File: src/msw_pkg.sv
package msw_pkg;

  // ---------------------------------------------------------------
  // register map (byte addresses, one aligned word each)
  // ---------------------------------------------------------------
  localparam logic [7:0] ADDR_WPROT = 8'h00;
  localparam logic [7:0] ADDR_FEED = 8'h04;
  localparam logic [7:0] ADDR_CFG_BASE = 8'h10;
  localparam logic [7:0] ADDR_TMO_BASE = 8'h40;
  localparam logic [7:0] ADDR_STATUS = 8'h70;
  localparam logic [7:0] ADDR_IRQ_STAT = 8'h74;
  localparam logic [7:0] ADDR_IRQ_MASK = 8'h78;
  localparam logic [7:0] ADDR_BOOT = 8'h7c;

  // ---------------------------------------------------------------
  // constants
  // ---------------------------------------------------------------
  localparam int NUM_WDT = 3;
  localparam int NUM_STAGE = 4;
  localparam int LP_IDX = 2;
  localparam logic [31:0] WPROT_KEY = 32'h5a5a_a5a5;
  localparam logic [31:0] TMO_RESET = 32'h0000_ffff;
  localparam logic [31:0] BOOT_PERIOD_RESET = 32'h0001_0000;
  localparam logic [1:0] RESP_OKAY = 2'h0;
  localparam logic [1:0] RESP_SLVERR = 2'h2;

  // stage action codes
  typedef enum logic [2:0] {
    ACT_OFF = 3'h0,
    ACT_IRQ = 3'h1,
    ACT_CPU = 3'h2,
    ACT_CORE = 3'h3,
    ACT_SYS = 3'h4
  } msw_act_t;

  // reset pulses carried together
  typedef struct packed {
    logic sys;
    logic core;
    logic cpu;
  } msw_rst_t;

endpackage

File: src/msw_top.sv
// Added by the designer: the placing of the registers and the AXI4-Lite register port.
`timescale 1ns/1ns

module msw_top
(
  // clock and reset
  input wire logic aclk,
  input wire logic aresetn,
  // boot control
  input wire logic flash_boot,
  input wire logic boot_done,
  // write address channel
  input wire logic [7:0] s_axi_awaddr,
  input wire logic s_axi_awvalid,
  output logic s_axi_awready,
  // write data channel
  input wire logic [31:0] s_axi_wdata,
  input wire logic [3:0] s_axi_wstrb,
  input wire logic s_axi_wvalid,
  output logic s_axi_wready,
  // write response channel
  output logic [1:0] s_axi_bresp,
  output logic s_axi_bvalid,
  input wire logic s_axi_bready,
  // read address channel
  input wire logic [7:0] s_axi_araddr,
  input wire logic s_axi_arvalid,
  output logic s_axi_arready,
  // read data channel
  output logic [31:0] s_axi_rdata,
  output logic [1:0] s_axi_rresp,
  output logic s_axi_rvalid,
  input wire logic s_axi_rready,
  // actions
  output logic irq,
  output logic cpu_rst,
  output logic core_rst,
  output logic sys_rst
);

  // ---------------------------------------------------------------
  // state
  // ---------------------------------------------------------------
  localparam int NW = msw_pkg::NUM_WDT;
  localparam int NS = msw_pkg::NUM_STAGE;

  logic unlocked;
  logic [NW-1:0] wdt_en;
  logic [2:0] stage_act [NW][NS];
  logic [31:0] stage_tmo [NW][NS];
  logic [31:0] cnt [NW];
  logic [1:0] stage [NW];
  logic [NW-1:0] expire;
  logic [NW-1:0] feed;
  logic [NW-1:0] irq_stat;
  logic [NW-1:0] irq_mask;
  logic [31:0] boot_period;
  logic [31:0] boot_cnt;
  logic boot_busy;
  logic boot_init;
  msw_pkg::msw_rst_t next_rst;

  // write channel holding
  logic aw_held;
  logic w_held;
  logic [7:0] aw_addr;
  logic [31:0] w_data;
  logic [3:0] w_strb;
  logic wr_go;

  // merge byte lanes into an old word
  function automatic logic [31:0] strb_merge(input logic [31:0] old,
                                             input logic [31:0] nw,
                                             input logic [3:0] st);
    logic [31:0] r;
    r = old;
    for (int b = 0; b < 4; b++)
    begin
      if (st[b])
      begin
        r[b*8 +: 8] = nw[b*8 +: 8];
      end
    end
    return r;
  endfunction

  // address decoding used by both write and read paths
  function automatic logic addr_known(input logic [7:0] a);
    logic ok;
    ok = (a == msw_pkg::ADDR_WPROT) || (a == msw_pkg::ADDR_FEED)
      || (a == msw_pkg::ADDR_STATUS) || (a == msw_pkg::ADDR_IRQ_STAT)
      || (a == msw_pkg::ADDR_IRQ_MASK) || (a == msw_pkg::ADDR_BOOT)
      || (a >= msw_pkg::ADDR_CFG_BASE && a < 8'h10 + 8'(NW*NS*4))
      || (a >= msw_pkg::ADDR_TMO_BASE && a < 8'h40 + 8'(NW*NS*4));
    return ok && (a[1:0] == 2'h0);
  endfunction

  // ---------------------------------------------------------------
  // axi4-lite write path
  // ---------------------------------------------------------------
  assign wr_go = aw_held && w_held && !s_axi_bvalid;

  // accept address and data in either order, answer when both held
  always_ff @(posedge aclk)
  begin
    if (!aresetn)
    begin
      aw_held <= 1'b0;
      w_held <= 1'b0;
      aw_addr <= 8'h00;
      w_data <= 32'h0000_0000;
      w_strb <= 4'h0;
      s_axi_awready <= 1'b0;
      s_axi_wready <= 1'b0;
      s_axi_bvalid <= 1'b0;
      s_axi_bresp <= msw_pkg::RESP_OKAY;
    end
    else
    begin
      s_axi_awready <= !aw_held && !s_axi_awready && !s_axi_bvalid;
      s_axi_wready <= !w_held && !s_axi_wready && !s_axi_bvalid;
      if (s_axi_awvalid && s_axi_awready)
      begin
        aw_held <= 1'b1;
        aw_addr <= s_axi_awaddr;
        s_axi_awready <= 1'b0;
      end
      if (s_axi_wvalid && s_axi_wready)
      begin
        w_held <= 1'b1;
        w_data <= s_axi_wdata;
        w_strb <= s_axi_wstrb;
        s_axi_wready <= 1'b0;
      end
      if (wr_go)
      begin
        aw_held <= 1'b0;
        w_held <= 1'b0;
        s_axi_bvalid <= 1'b1;
        s_axi_bresp <= addr_known(aw_addr) ? msw_pkg::RESP_OKAY
                                           : msw_pkg::RESP_SLVERR;
      end
      else if (s_axi_bvalid && s_axi_bready)
      begin
        s_axi_bvalid <= 1'b0;
      end
    end
  end

  // ---------------------------------------------------------------
  // configuration registers
  // ---------------------------------------------------------------
  // key unlocks, any other value locks again
  always_ff @(posedge aclk)
  begin
    if (!aresetn)
    begin
      unlocked <= 1'b0;
    end
    else if (wr_go && aw_addr == msw_pkg::ADDR_WPROT)
    begin
      unlocked <= (w_data == msw_pkg::WPROT_KEY);
    end
  end

  // stage actions, timeouts, enables and boot period; locked writes drop
  always_ff @(posedge aclk)
  begin
    if (!aresetn)
    begin
      boot_init <= 1'b1;
      wdt_en <= '0;
      boot_period <= msw_pkg::BOOT_PERIOD_RESET;
      for (int w = 0; w < NW; w++)
      begin
        for (int s = 0; s < NS; s++)
        begin
          stage_act[w][s] <= msw_pkg::ACT_OFF;
          stage_tmo[w][s] <= msw_pkg::TMO_RESET;
        end
      end
    end
    else
    begin
      boot_init <= 1'b0;
      if (boot_init && flash_boot)
      begin
        wdt_en[msw_pkg::LP_IDX] <= 1'b1;
        wdt_en[0] <= 1'b1;
        stage_act[0][0] <= msw_pkg::ACT_CPU;
        stage_act[msw_pkg::LP_IDX][0] <= msw_pkg::ACT_SYS;
      end
      if (wr_go && unlocked)
      begin
        if (aw_addr == msw_pkg::ADDR_BOOT)
        begin
          boot_period <= strb_merge(boot_period, w_data, w_strb);
        end
        for (int w = 0; w < NW; w++)
        begin
          for (int s = 0; s < NS; s++)
          begin
            if (aw_addr == msw_pkg::ADDR_CFG_BASE + 8'((w*NS+s)*4))
            begin
              // bit 3 enables the instance, bits 2:0 select the action
              if (w_strb[0])
              begin
                wdt_en[w] <= w_data[3];
                if (w_data[2:0] == msw_pkg::ACT_SYS && w != msw_pkg::LP_IDX)
                begin
                  stage_act[w][s] <= msw_pkg::ACT_CORE;
                end
                else if (w_data[2:0] > msw_pkg::ACT_SYS)
                begin
                  stage_act[w][s] <= msw_pkg::ACT_OFF;
                end
                else
                begin
                  stage_act[w][s] <= w_data[2:0];
                end
              end
            end
            if (aw_addr == msw_pkg::ADDR_TMO_BASE + 8'((w*NS+s)*4))
            begin
              stage_tmo[w][s] <= strb_merge(stage_tmo[w][s], w_data,
                                            w_strb);
            end
          end
        end
      end
    end
  end

  // feed strobes: one bit per instance, not protected
  always_comb
  begin
    for (int w = 0; w < NW; w++)
    begin
      feed[w] = wr_go && aw_addr == msw_pkg::ADDR_FEED && w_data[w]
        && w_strb[0];
    end
  end

  // ---------------------------------------------------------------
  // watchdog stage engines
  // ---------------------------------------------------------------
  genvar gw;
  generate
    for (gw = 0; gw < NW; gw++)
    begin : g_wdt
      // expiry of the current stage
      assign expire[gw] = wdt_en[gw] && !feed[gw]
        && stage_act[gw][stage[gw]] != msw_pkg::ACT_OFF
        && cnt[gw] >= stage_tmo[gw][stage[gw]];

      // 32-bit counter walks through the stages
      always_ff @(posedge aclk)
      begin
        if (!aresetn)
        begin
          cnt[gw] <= 32'h0000_0000;
          stage[gw] <= 2'h0;
        end
        else if (!wdt_en[gw] || feed[gw])
        begin
          cnt[gw] <= 32'h0000_0000;
          stage[gw] <= 2'h0;
        end
        else if (expire[gw] ||
                 stage_act[gw][stage[gw]] == msw_pkg::ACT_OFF)
        begin
          cnt[gw] <= 32'h0000_0000;
          stage[gw] <= stage[gw] + 2'h1;
        end
        else
        begin
          cnt[gw] <= cnt[gw] + 32'h0000_0001;
        end
      end
    end
  endgenerate

  // ---------------------------------------------------------------
  // boot guard
  // ---------------------------------------------------------------
  // counts from a flash boot until boot_done
  always_ff @(posedge aclk)
  begin
    if (!aresetn)
    begin
      boot_busy <= 1'b0;
      boot_cnt <= 32'h0000_0000;
    end
    else if (boot_init)
    begin
      boot_busy <= flash_boot;
      boot_cnt <= 32'h0000_0000;
    end
    else if (boot_busy)
    begin
      boot_busy <= !boot_done;
      boot_cnt <= boot_cnt + 32'h0000_0001;
    end
  end

  // ---------------------------------------------------------------
  // actions and interrupt
  // ---------------------------------------------------------------
  // decode expiries into reset pulses
  always_comb
  begin
    next_rst = '0;
    for (int w = 0; w < NW; w++)
    begin
      if (expire[w])
      begin
        case (stage_act[w][stage[w]])
          msw_pkg::ACT_CPU: next_rst.cpu = 1'b1;
          msw_pkg::ACT_CORE: next_rst.core = 1'b1;
          msw_pkg::ACT_SYS: next_rst.sys = (w == msw_pkg::LP_IDX);
          default: ;
        endcase
      end
    end
    if (boot_busy && !boot_done && boot_cnt >= boot_period)
    begin
      next_rst.sys = 1'b1;
    end
  end

  // registered reset pulses; sys_rst stays high while the boot guard is overdue
  always_ff @(posedge aclk)
  begin
    if (!aresetn)
    begin
      cpu_rst <= 1'b0;
      core_rst <= 1'b0;
      sys_rst <= 1'b0;
    end
    else
    begin
      cpu_rst <= next_rst.cpu;
      core_rst <= next_rst.core;
      sys_rst <= next_rst.sys;
    end
  end

  // sticky status, set wins over read clear
  always_ff @(posedge aclk)
  begin
    if (!aresetn)
    begin
      irq_stat <= '0;
      irq_mask <= '0;
      irq <= 1'b0;
    end
    else
    begin
      for (int w = 0; w < NW; w++)
      begin
        if (expire[w] && stage_act[w][stage[w]] == msw_pkg::ACT_IRQ)
        begin
          irq_stat[w] <= 1'b1;
        end
        else if (s_axi_arvalid && s_axi_arready
                 && s_axi_araddr == msw_pkg::ADDR_IRQ_STAT)
        begin
          irq_stat[w] <= 1'b0;
        end
      end
      if (wr_go && aw_addr == msw_pkg::ADDR_IRQ_MASK && w_strb[0])
      begin
        irq_mask <= w_data[NW-1:0];
      end
      irq <= |(irq_stat & irq_mask);
    end
  end

  // ---------------------------------------------------------------
  // axi4-lite read path
  // ---------------------------------------------------------------
  always_ff @(posedge aclk)
  begin
    if (!aresetn)
    begin
      s_axi_arready <= 1'b0;
      s_axi_rvalid <= 1'b0;
      s_axi_rdata <= 32'h0000_0000;
      s_axi_rresp <= msw_pkg::RESP_OKAY;
    end
    else if (s_axi_arvalid && s_axi_arready)
    begin
      s_axi_arready <= 1'b0;
      s_axi_rvalid <= 1'b1;
      s_axi_rresp <= addr_known(s_axi_araddr) ? msw_pkg::RESP_OKAY
                                              : msw_pkg::RESP_SLVERR;
      s_axi_rdata <= 32'h0000_0000;
      case (s_axi_araddr)
        msw_pkg::ADDR_WPROT: s_axi_rdata <= {31'h0, unlocked};
        msw_pkg::ADDR_STATUS:
          s_axi_rdata <= {21'h0, boot_busy, stage[2], stage[1], stage[0],
                          1'b0, wdt_en};
        msw_pkg::ADDR_IRQ_STAT: s_axi_rdata <= {29'h0, irq_stat};
        msw_pkg::ADDR_IRQ_MASK: s_axi_rdata <= {29'h0, irq_mask};
        msw_pkg::ADDR_BOOT: s_axi_rdata <= boot_period;
        default:
        begin
          for (int w = 0; w < NW; w++)
          begin
            for (int s = 0; s < NS; s++)
            begin
              if (s_axi_araddr == msw_pkg::ADDR_CFG_BASE + 8'((w*NS+s)*4))
              begin
                s_axi_rdata <= {28'h0, wdt_en[w], stage_act[w][s]};
              end
              if (s_axi_araddr == msw_pkg::ADDR_TMO_BASE + 8'((w*NS+s)*4))
              begin
                s_axi_rdata <= stage_tmo[w][s];
              end
            end
          end
        end
      endcase
    end
    else
    begin
      if (s_axi_rvalid && s_axi_rready)
      begin
        s_axi_rvalid <= 1'b0;
      end
      s_axi_arready <= !s_axi_rvalid && !s_axi_arready;
    end
  end

endmodule

File: config.mk
export PLATFORM = sky130hd
export DESIGN_NAME = msw_top
export DESIGN_NICKNAME = d
export VERILOG_FILES = /design/src/msw_pkg.sv /design/src/msw_top.sv
export SDC_FILE = /design/constraint.sdc
export NUM_CORES = 1
export LEC_CHECK = 0
export BUFFER_PORTS_ARGS = -buffer_cell sky130_fd_sc_hd__buf_4
export CAP_MARGIN = 20
export CORE_MARGIN = 1.5
export CORE_UTILIZATION = 48
export DETAILED_ROUTE_END_ITERATION = 7
export GPL_ROUTABILITY_DRIVEN = 0
export GPL_TIMING_DRIVEN = 0
export MAX_ROUTING_LAYER = met4
export PLACE_DENSITY_LB_ADDON = 0.25
export RECOVER_POWER = 25
export SLEW_MARGIN = 20
export SYNTH_ARGS = -nofsm -noshare
export SYNTH_HDL_FRONTEND = slang
export SYNTH_SLANG_ARGS = --single-unit
File: constraint.sdc
create_clock -name aclk -period 5.4 [get_ports aclk]
set_clock_uncertainty 0.15 [all_clocks]
set_input_delay 0.27 -clock aclk [delete_from_list [all_inputs] [get_ports aclk]]
set_output_delay 0.27 -clock aclk [all_outputs]
set_load 0.03 [all_outputs]
== Word-level counts from Yosys, hierarchy flattened ==
Memories as Yosys holds them, arrays and structs flattened.
Index checks and enable logic that the tools add are counted.

* Register bits: 167
* Bits in latches: 0
* Memory bits (writable): 522
* Bits in read-only memories: 0
* Input bits: 61
* Output and inout port bits: 45
* Word-level logic and storage cells: 871
* Memories: 4

* $add $sub $neg: 7
* Multipliers: 0
* Div/mod/pow operators: 0
* Magnitude comparators: 16
* Equality and inequality tests: 71
* Shift operators: 0
* Multiplexer cells: 572
* Bitwise gates (word level): 66
* Reduce and logical (&&, ||, !) cells: 104

{| class="wikitable"
|+ Memories
! memory !! depth !! bits a word !! read ports !! clocked after Yosys merged registers in !! write ports !! line !! source
|-
| stage_tmo || 3 || 128 || 3 || 0 || 3 || msw_top.sv:50 || <nowiki>logic [31:0] stage_tmo [NW][NS];</nowiki>
|-
| cnt || 3 || 32 || 3 || 0 || 3 || msw_top.sv:51 || <nowiki>logic [31:0] cnt [NW];</nowiki>
|-
| stage_act || 3 || 12 || 3 || 0 || 3 || msw_top.sv:49 || <nowiki>logic [2:0] stage_act [NW][NS];</nowiki>
|-
| stage || 3 || 2 || 3 || 0 || 3 || msw_top.sv:52 || <nowiki>logic [1:0] stage [NW];</nowiki>
|}

{| class="wikitable"
|+ Operator list
! operator !! count
|-
| two-way mux 32 bit || 50
|-
| two-way mux 8 bit || 192
|-
| two-way mux 1 bit || 270
|-
| equality test 8 x 7 -> 1 bit (second input constant) || 32
|-
| binary-select mux 32 bit (select 2 bit) || 3
|-
| case mux 32 bit (5 select lines) || 1
|-
| two-way mux 3 bit || 43
|-
| adder 32 x 1 -> 32 bit (second input constant) || 4
|-
| equality test 8 x 6 -> 1 bit (second input constant) || 16
|-
| >= comparator 32 bit || 4
|-
| equality test 8 x 5 -> 1 bit (second input constant) || 8
|-
| OR 1 bit || 61
|-
| logical AND 1 bit || 45
|-
| equality test 32 x 31 -> 1 bit (second input constant) || 1
|-
| less-than comparator 8 x 7 -> 1 bit (second input constant) || 4
|-
| logical OR 1 bit || 20
|-
| binary-select mux 3 bit (select 2 bit) || 3
|-
| equality test 3 x 2 -> 1 bit (second input constant) || 6
|-
| two-way mux 2 bit || 9
|-
| equality test 8 x 3 -> 1 bit (second input constant) || 2
|-
| >= comparator 8 x 5 -> 1 bit (second input constant) || 2
|-
| >= comparator 8 x 7 -> 1 bit (second input constant) || 2
|-
| logical NOT 8 bit || 2
|-
| logical NOT 1 bit || 14
|-
| other kinds (16) || 42
|}

== Depth between registers and ports, before layout ==
Gate-level depths: netlist of the first run.

* Depth in word-level cells: 26
* Depth in mapped cells: 13
* Depth with buffers taken out: 10

== Worst setup path before layout of the first run ==
OpenSTA, ideal clock, no wires.

* Kind: register to register
* Start: memory stage[1][0]
* End: memory stage[1][0], enable pin
* Setup time: 0.248 ns
* Data arrival time: 3.531 ns
* Data required time: 5.002 ns
* Setup slack: 1.472 ns
* Stages on the path, launching flop included: 13
* Path buffers: 3
* Clock period less this slack: 3.928 ns
* Cells stage by stage: edfxtp_1 buf_2 buf_1 mux4_2 inv_1 ha_1 and3_1 a2111oi_0 a21oi_1 o21a_1 a2111oi_4 nand3_4 buf_6

{| class="wikitable"
|+ RTL lines
! what !! line
|-
| from (decl) || msw_top.sv:52
|}

==> metrics, run 1 <==
status=finished, violations left; failing checks=design-rule violations; reg-to-reg endpoint=cnt[0][29]; total power=0.0121 W; Initial Util=48.4%; main combinational cell family by area after synthesis=simple AND/OR/NAND/NOR gates; sequential power share=49.3%; HP Class=in2reg; final setup fails=0; I/O pin total=106; Max Clk Rate=0.191 GHz; Hold Crit Start=s_axi_wvalid; Worst Tran Pin Value=1180 ps; number of global-route vias before repair=28,965; die height=279 um; detailed-route wire length per cell=28.5 um; Power Dens Cells=288 mW/mm^2; leak pwr=14.2 nW; synth warn=0; Unique masters post-synth=82; design area=0.0419 mm^2; total gr overflow=0; crit start category=register; final setup TNS=0 ps; post-synthesis simple-gate area fraction=19.3%; TritonCTS Buffers=76; worst path cell trace=clkbuf_1 -> mux4_2 -> inv_1 -> ha_1 -> nand3_1 -> o21ai_0 -> o21ai_0 -> a41oi_1 -> a311oi_2 -> buf_4 -> nand3b_1 -> clkbuf_2 -> nor2_1; drt first pass iters=8; crit end category=register; sw frac=25.0%; total wire length=136 mm; post-synthesis compound-gate area fraction=10.2%; RSZ-0062 raised after global routing=false; most frequent cells in the layout=522 x edfxtp_1, 365 x nand2_1, 261 x clkbuf_1; reg2reg start=stage[0][1]; # rows=101; Max VDD drop=0.000251 V; initial drt markers=5,143; critical-path maximum fanout=11; vias post-DR=30,481; CTS Root Cell=clkbuf_16; die width=279 um; Clk pwr share=43.1%; Post-Synth Adder-Cell Area=4.51%; clock latency on the worst-skew pair=640 ps; # DRC=2; fraction of layout cells with a size suffix above 1=9.26%; XOR/XNOR share of the synthesized area=2.89%; fillcell total=6,488; Slowest cell on crit path=edfxtp_1; WP buf/inv=4; Pint=0.00907 W; mux cell area share after synthesis=6.94%; area of all sequential standard cells=0.0190 mm^2; largest delay contributor family on the critical path=buffers and inverters; vias per cell=6.41; post-route ant nets=0; syn_area_per_cell=10.9 um^2; switching power=0.00302 W; port bufs=101; cell repeated most along the worst path=o21ai_0; Layout area overhead=14.5%; die area=0.0779 mm^2; Hold EP=w_strb[0]; dpl hpwl=102 mm; Synth Cell Area=0.0366 mm^2; nets=3,900; EDFF count, synth=522; global-route wire length before repair=194 mm; hold path depth=4; Clock Pin Slew Worst Setup and Hold Paths=60 ps; placed cell areas=0.0390 mm^2; fraction of registers with async set or reset after synthesis=0%; slew margin rel.=21.1%; Final Hold Viols=0; final worst path period share=97.1%; Worst Reg-to-Reg Cells=13; FF+latch count, synth=687; slowest stage delay, CP=960 ps; total number of H-tree levels=3; TritonCTS Sinks=687; maxcap violations=0; most common cell after layout, fill and taps aside=edfxtp_1; Core ar.=0.0757 mm^2; critical path required time=5720 ps; R2R Setup Slk=160 ps; area of the multi-input gates=0.0164 mm^2; Max Transition Viols Final=0; TritonCTS clock tree=yes; largest net degree at the start of global routing=15; Post-synth top flop=edfxtp_1; register area share after synthesis=51.8%; Total GRT Usage=35.5%; antenna violations before repair=8; Comb pwr share=7.7%; CP arrival=5570 ps; Crit Path Class=reg2reg; Longest Clk Path Bufs=3; cell count after synthesis=3,363; Period minus WS final=5240 ps
-- power groups by stage --
stage / logic, W / registers, W / clock network, W
floorplan: 0.000497 / 0.00601 / 0
global placement: 0.000858 / 0.00605 / 0
detailed placement: 0.000875 / 0.00606 / 0
CTS: 0.000912 / 0.00595 / 0.00518
global route: 0.000980 / 0.00596 / 0.00538
finish: 0.000929 / 0.00596 / 0.00521
-- through the flow --
| step | hold WS [ps] | std cells | util [%] | worst slack [ps] |
|---|---|---|---|---|
| 6_report | 71.7 | 4754 | 55.4 | 158 |
| 2_1_floorplan | 256 | 3467 | - | 1470 |
| 3_3_place_gp | 295 | 4546 | 51.5 | -1710 |
| 3_5_place_dp | 296 | 4548 | 51.5 | -749 |
| 5_1_grt | 108 | 4751 | 55.4 | 38.5 |
| 4_1_cts | 45.1 | 4745 | 55.6 | 32.1 |
-- worst max path at each step --
stage                      startpoint          end  slack [ps]  depth (start not counted)
after detailed placement  stage[0][0]   cnt[0][29]        -750                         14
after floorplan           stage[1][0]  stage[1][0]        1470                         12
final                     stage[0][1]   cnt[0][29]         160                         13
after global routing      stage[0][0]   cnt[0][27]          40                         14
after global placement    stage[0][0]  stage[0][1]       -1710                         12
after CTS                 stage[0][0]   cnt[0][27]          30                         14
-- worst register-to-register path: cells and delay by family, from the launching register on --
kind / cells / cell delay (ps)
simple gates: 3 / 820
buf+inv: 4 / 1490
compound gates: 4 / 1020
fa+ha+maj: 1 / 240
flops: 1 / 960
mux: 1 / 420
-- registers in the layout (all words and copies together), names as in the netlist, 3 cells and up --
name	flops
w_strb	4
stage	6
s_axi_rdata	32
wdt_en	3
stage_act	36
irq_stat	3
irq_mask	3
boot_cnt	32
boot_period	32
w_data	32
cnt	96
aw_addr	8
stage_tmo	384
-- kinds of logic (layout without fill, tap and decap cells) --
family | Yosys count | count (layout)
buffers and inverters | 406 | 706
adders and majority gates | 132 | 132
and+or+nand+nor | 1353 | 1353
other | 2 | 115
muxes | 121 | 121
AOI/OAI and AO/OA | 541 | 541
DFF | 687 | 687
xor gates and xnor gates | 121 | 121
-- cell usage after synthesis (26+ instances only) --
| library cell | n | area share [%] |
|---|---|---|
| buf_1 | 26 | 0.27 |
| xor2_1 | 84 | 2.0 |
| edfxtp_1 | 522 | 43 |
| a221oi_1 | 32 | 0.77 |
| nand2_1 | 365 | 3.7 |
| nand3_1 | 112 | 1.5 |
| and2_1 | 209 | 3.6 |
| nand4_1 | 39 | 0.67 |
| a22oi_1 | 95 | 1.9 |
| nor2_1 | 240 | 2.5 |
| mux4_2 | 106 | 6.5 |
| and4_1 | 40 | 0.96 |
| xnor2_1 | 37 | 0.89 |
| o21ai_0 | 96 | 1.3 |
| and3_1 | 38 | 0.65 |
| dfxtp_1 | 165 | 9.0 |
| clkbuf_1 | 195 | 2.0 |
| ha_1 | 132 | 4.5 |
| inv_1 | 149 | 1.5 |
| a222oi_1 | 38 | 1.0 |
| or3_1 | 187 | 3.2 |
| buf_2 | 29 | 0.40 |
| nor3_1 | 31 | 0.42 |
| a21oi_1 | 133 | 1.8 |
-- cell type report --
cell class                 instances  share of cell area (%)
antenna                            9                  0.0537
buffer                           255                    2.59
clock buffer                     108                    5.11
clock inverter                    30                   0.653
inverter                         150                    1.34
multi-input combinational       2374                    39.2
sequential                       687                    45.2
tap                              978                    2.92
timing repair buffer             163                    2.87
-- what timing repair did --
| item | CTS | global route |
|---|---|---|
| setup buffers | 2 | 0 |
| hold buffers | 58 | 0 |
| setup endpoints to repair | 72 | 42 |
| hold endpoints to repair | 50 | 0 |
| pin swaps | 1 | 0 |
| cloned | 0 | 0 |
| resized for setup | 18 | 14 |
-- per-layer routing --
metal	wire, um	global-route usage [%]
met5	0	-
met2	56600	50.4
met1	48900	44.3
met3	20300	11.1
met4	9600	21.6
Power figures use the tool's default switching activity.
==> inputs of run 2 (changes only) <==
- CTS_BUF_LIST: unset -> sky130_fd_sc_hd__clkbuf_8 sky130_fd_sc_hd__clkbuf_16
==> metrics, run 2 (synthesis gave the netlist of run 1 again) <==
final worst slack=203 ps; Max VDD drop=0.000250 V; Hold Crit Start=s_axi_wvalid; total wire length=136 mm; DP Worst Slack=-749 ps; Largest Register=stage_tmo; Worst Reg-to-Reg Cells=13; reg2reg start=stage[0][1]; CP arrival=5530 ps; Max Clk Rate=0.192 GHz; total power=0.0121 W; Final Hold Viols=0; total number of H-tree levels=3; crit start category=register; number of global-route vias before repair=28,883; clock latency on the worst-skew pair=640 ps; placed cells=4,548; final worst path period share=96.2%; Longest Clk Path Bufs=3; TritonCTS clock tree=yes; port bufs=101; origin of the worst setup path=stage[0][1]; die width=279 um; most common cell after layout, fill and taps aside=edfxtp_1; Final Non-Filler Cells=4,758; # DRC=0; crit end category=register; Clock Pin Slew Worst Setup and Hold Paths=70 ps; most frequent cells in the layout=522 x edfxtp_1, 365 x nand2_1, 243 x clkbuf_1; RSZ-0062 raised after global routing=false; Hold EP=w_strb[0]; antenna violations before repair=9; TritonCTS Sinks=687; maxcap violations=0; dpl hpwl=102 mm; final setup TNS=0 ps; largest net degree at the start of global routing=15; nets=3,900; total gr overflow=0; Layout area overhead=14.5%; die area=0.0779 mm^2; slew margin rel.=23.5%; Initial Util=48.4%; die height=279 um; Crit Path Class=reg2reg; Worst Tran Pin Value=1150 ps; fraction of layout cells with a size suffix above 1=9.16%; biggest regs=stage_tmo (384), cnt (96), stage_act (36); share of the core filled with cells=55.4%; critical-path maximum fanout=11; status=complete, no violations; leak pwr=14.3 nW; Period minus WS final=5200 ps; vias per cell=6.43; final setup fails=0; hold path depth=4; Total GRT Usage=35.5%; reg-to-reg endpoint=cnt[0][27]; CTS Root Cell=clkbuf_16; HP Class=in2reg; I/O pin total=106; global-route wire length before repair=194 mm; initial drt markers=5,144; Power Dens Cells=287 mW/mm^2; post-route ant nets=0; R2R Setup Slk=200 ps; detailed-route wire length per cell=28.5 um; TritonCTS Buffers=76; Core ar.=0.0757 mm^2; Max Transition Viols Final=0; drt first pass iters=8; # rows=101; vias post-DR=30,604; critical path required time=5730 ps; max reg flops=384
[run 2: cell types whose count changed in the layout (fill, tap and decap cells not counted), sizes merged]
cell,previous run,this run
clkbuf,354,333
buf,107,104
diode,9,13
inv,153,177
[run 2: worst max-delay path by stage]
stage                  end  slack [ps]  cells past startpoint
6_report        cnt[0][27]         200                     13
5_1_grt         cnt[0][23]          40                     13
4_1_cts         cnt[0][27]          30                     14
3_5_place_dp    cnt[0][29]        -750                     14
3_3_place_gp   stage[0][1]       -1710                     12
2_1_floorplan  stage[1][0]        1470                     12
[run 2: power by group]
group          switching [W]  internal (W)
Combinational       0.000624      0.000304
Clock                0.00225       0.00291
Sequential          0.000159       0.00580
Total                0.00304       0.00902
[run 2: layer usage]
layer / vias up / GRT usage [%] / wire (um)
met3: 510 / 11.0 / 20100
met4: 0 / 20.4 / 9210
met1: 14621 / 44.4 / 49100
li1: 13063 / - / -
met2: 2410 / 50.8 / 57200
met5: - / - / 0
[run 2: per-stage QoR]
stage	cell area [um^2]	hold slack, ps
2_1_floorplan	37000	256
4_1_cts	42100	44.9
6_report	41900	77.1
5_1_grt	41900	108
3_3_place_gp	39000	295
3_5_place_dp	39000	296
[run 2: final cells by class]
type / instances / area, um^2
Inverter: 150 / 563
Antenna cell: 13 / 32.5
Clock inverter: 54 / 364
Fill cell: 6490 / 33800
Timing Repair Buffer: 163 / 1200
Clock buffer: 84 / 2050
Buffer: 255 / 1080
Tap cell: 978 / 1220
Multi-Input combinational cell: 2374 / 16400
Sequential cell: 687 / 19000
[run 2: what timing repair did]
action	in CTS	in global routing
pin swaps	1	0
hold buffers	58	0
setup endpoints to repair	72	42
setup buffers	2	0
hold endpoints to repair	50	0
gates resized for setup	18	13
[run 2: worst max-delay path: stages, from the launching register on]
cell      delay, ps
edfxtp_1        950
clkbuf_1        640
mux4_2          410
inv_1            80
ha_1            230
nand3_1         170
o21ai_0         110
o21ai_0         400
a41oi_1         220
a311oi_2        280
buf_4           270
nand3b_1        410
clkbuf_2        470
nor2_1          210
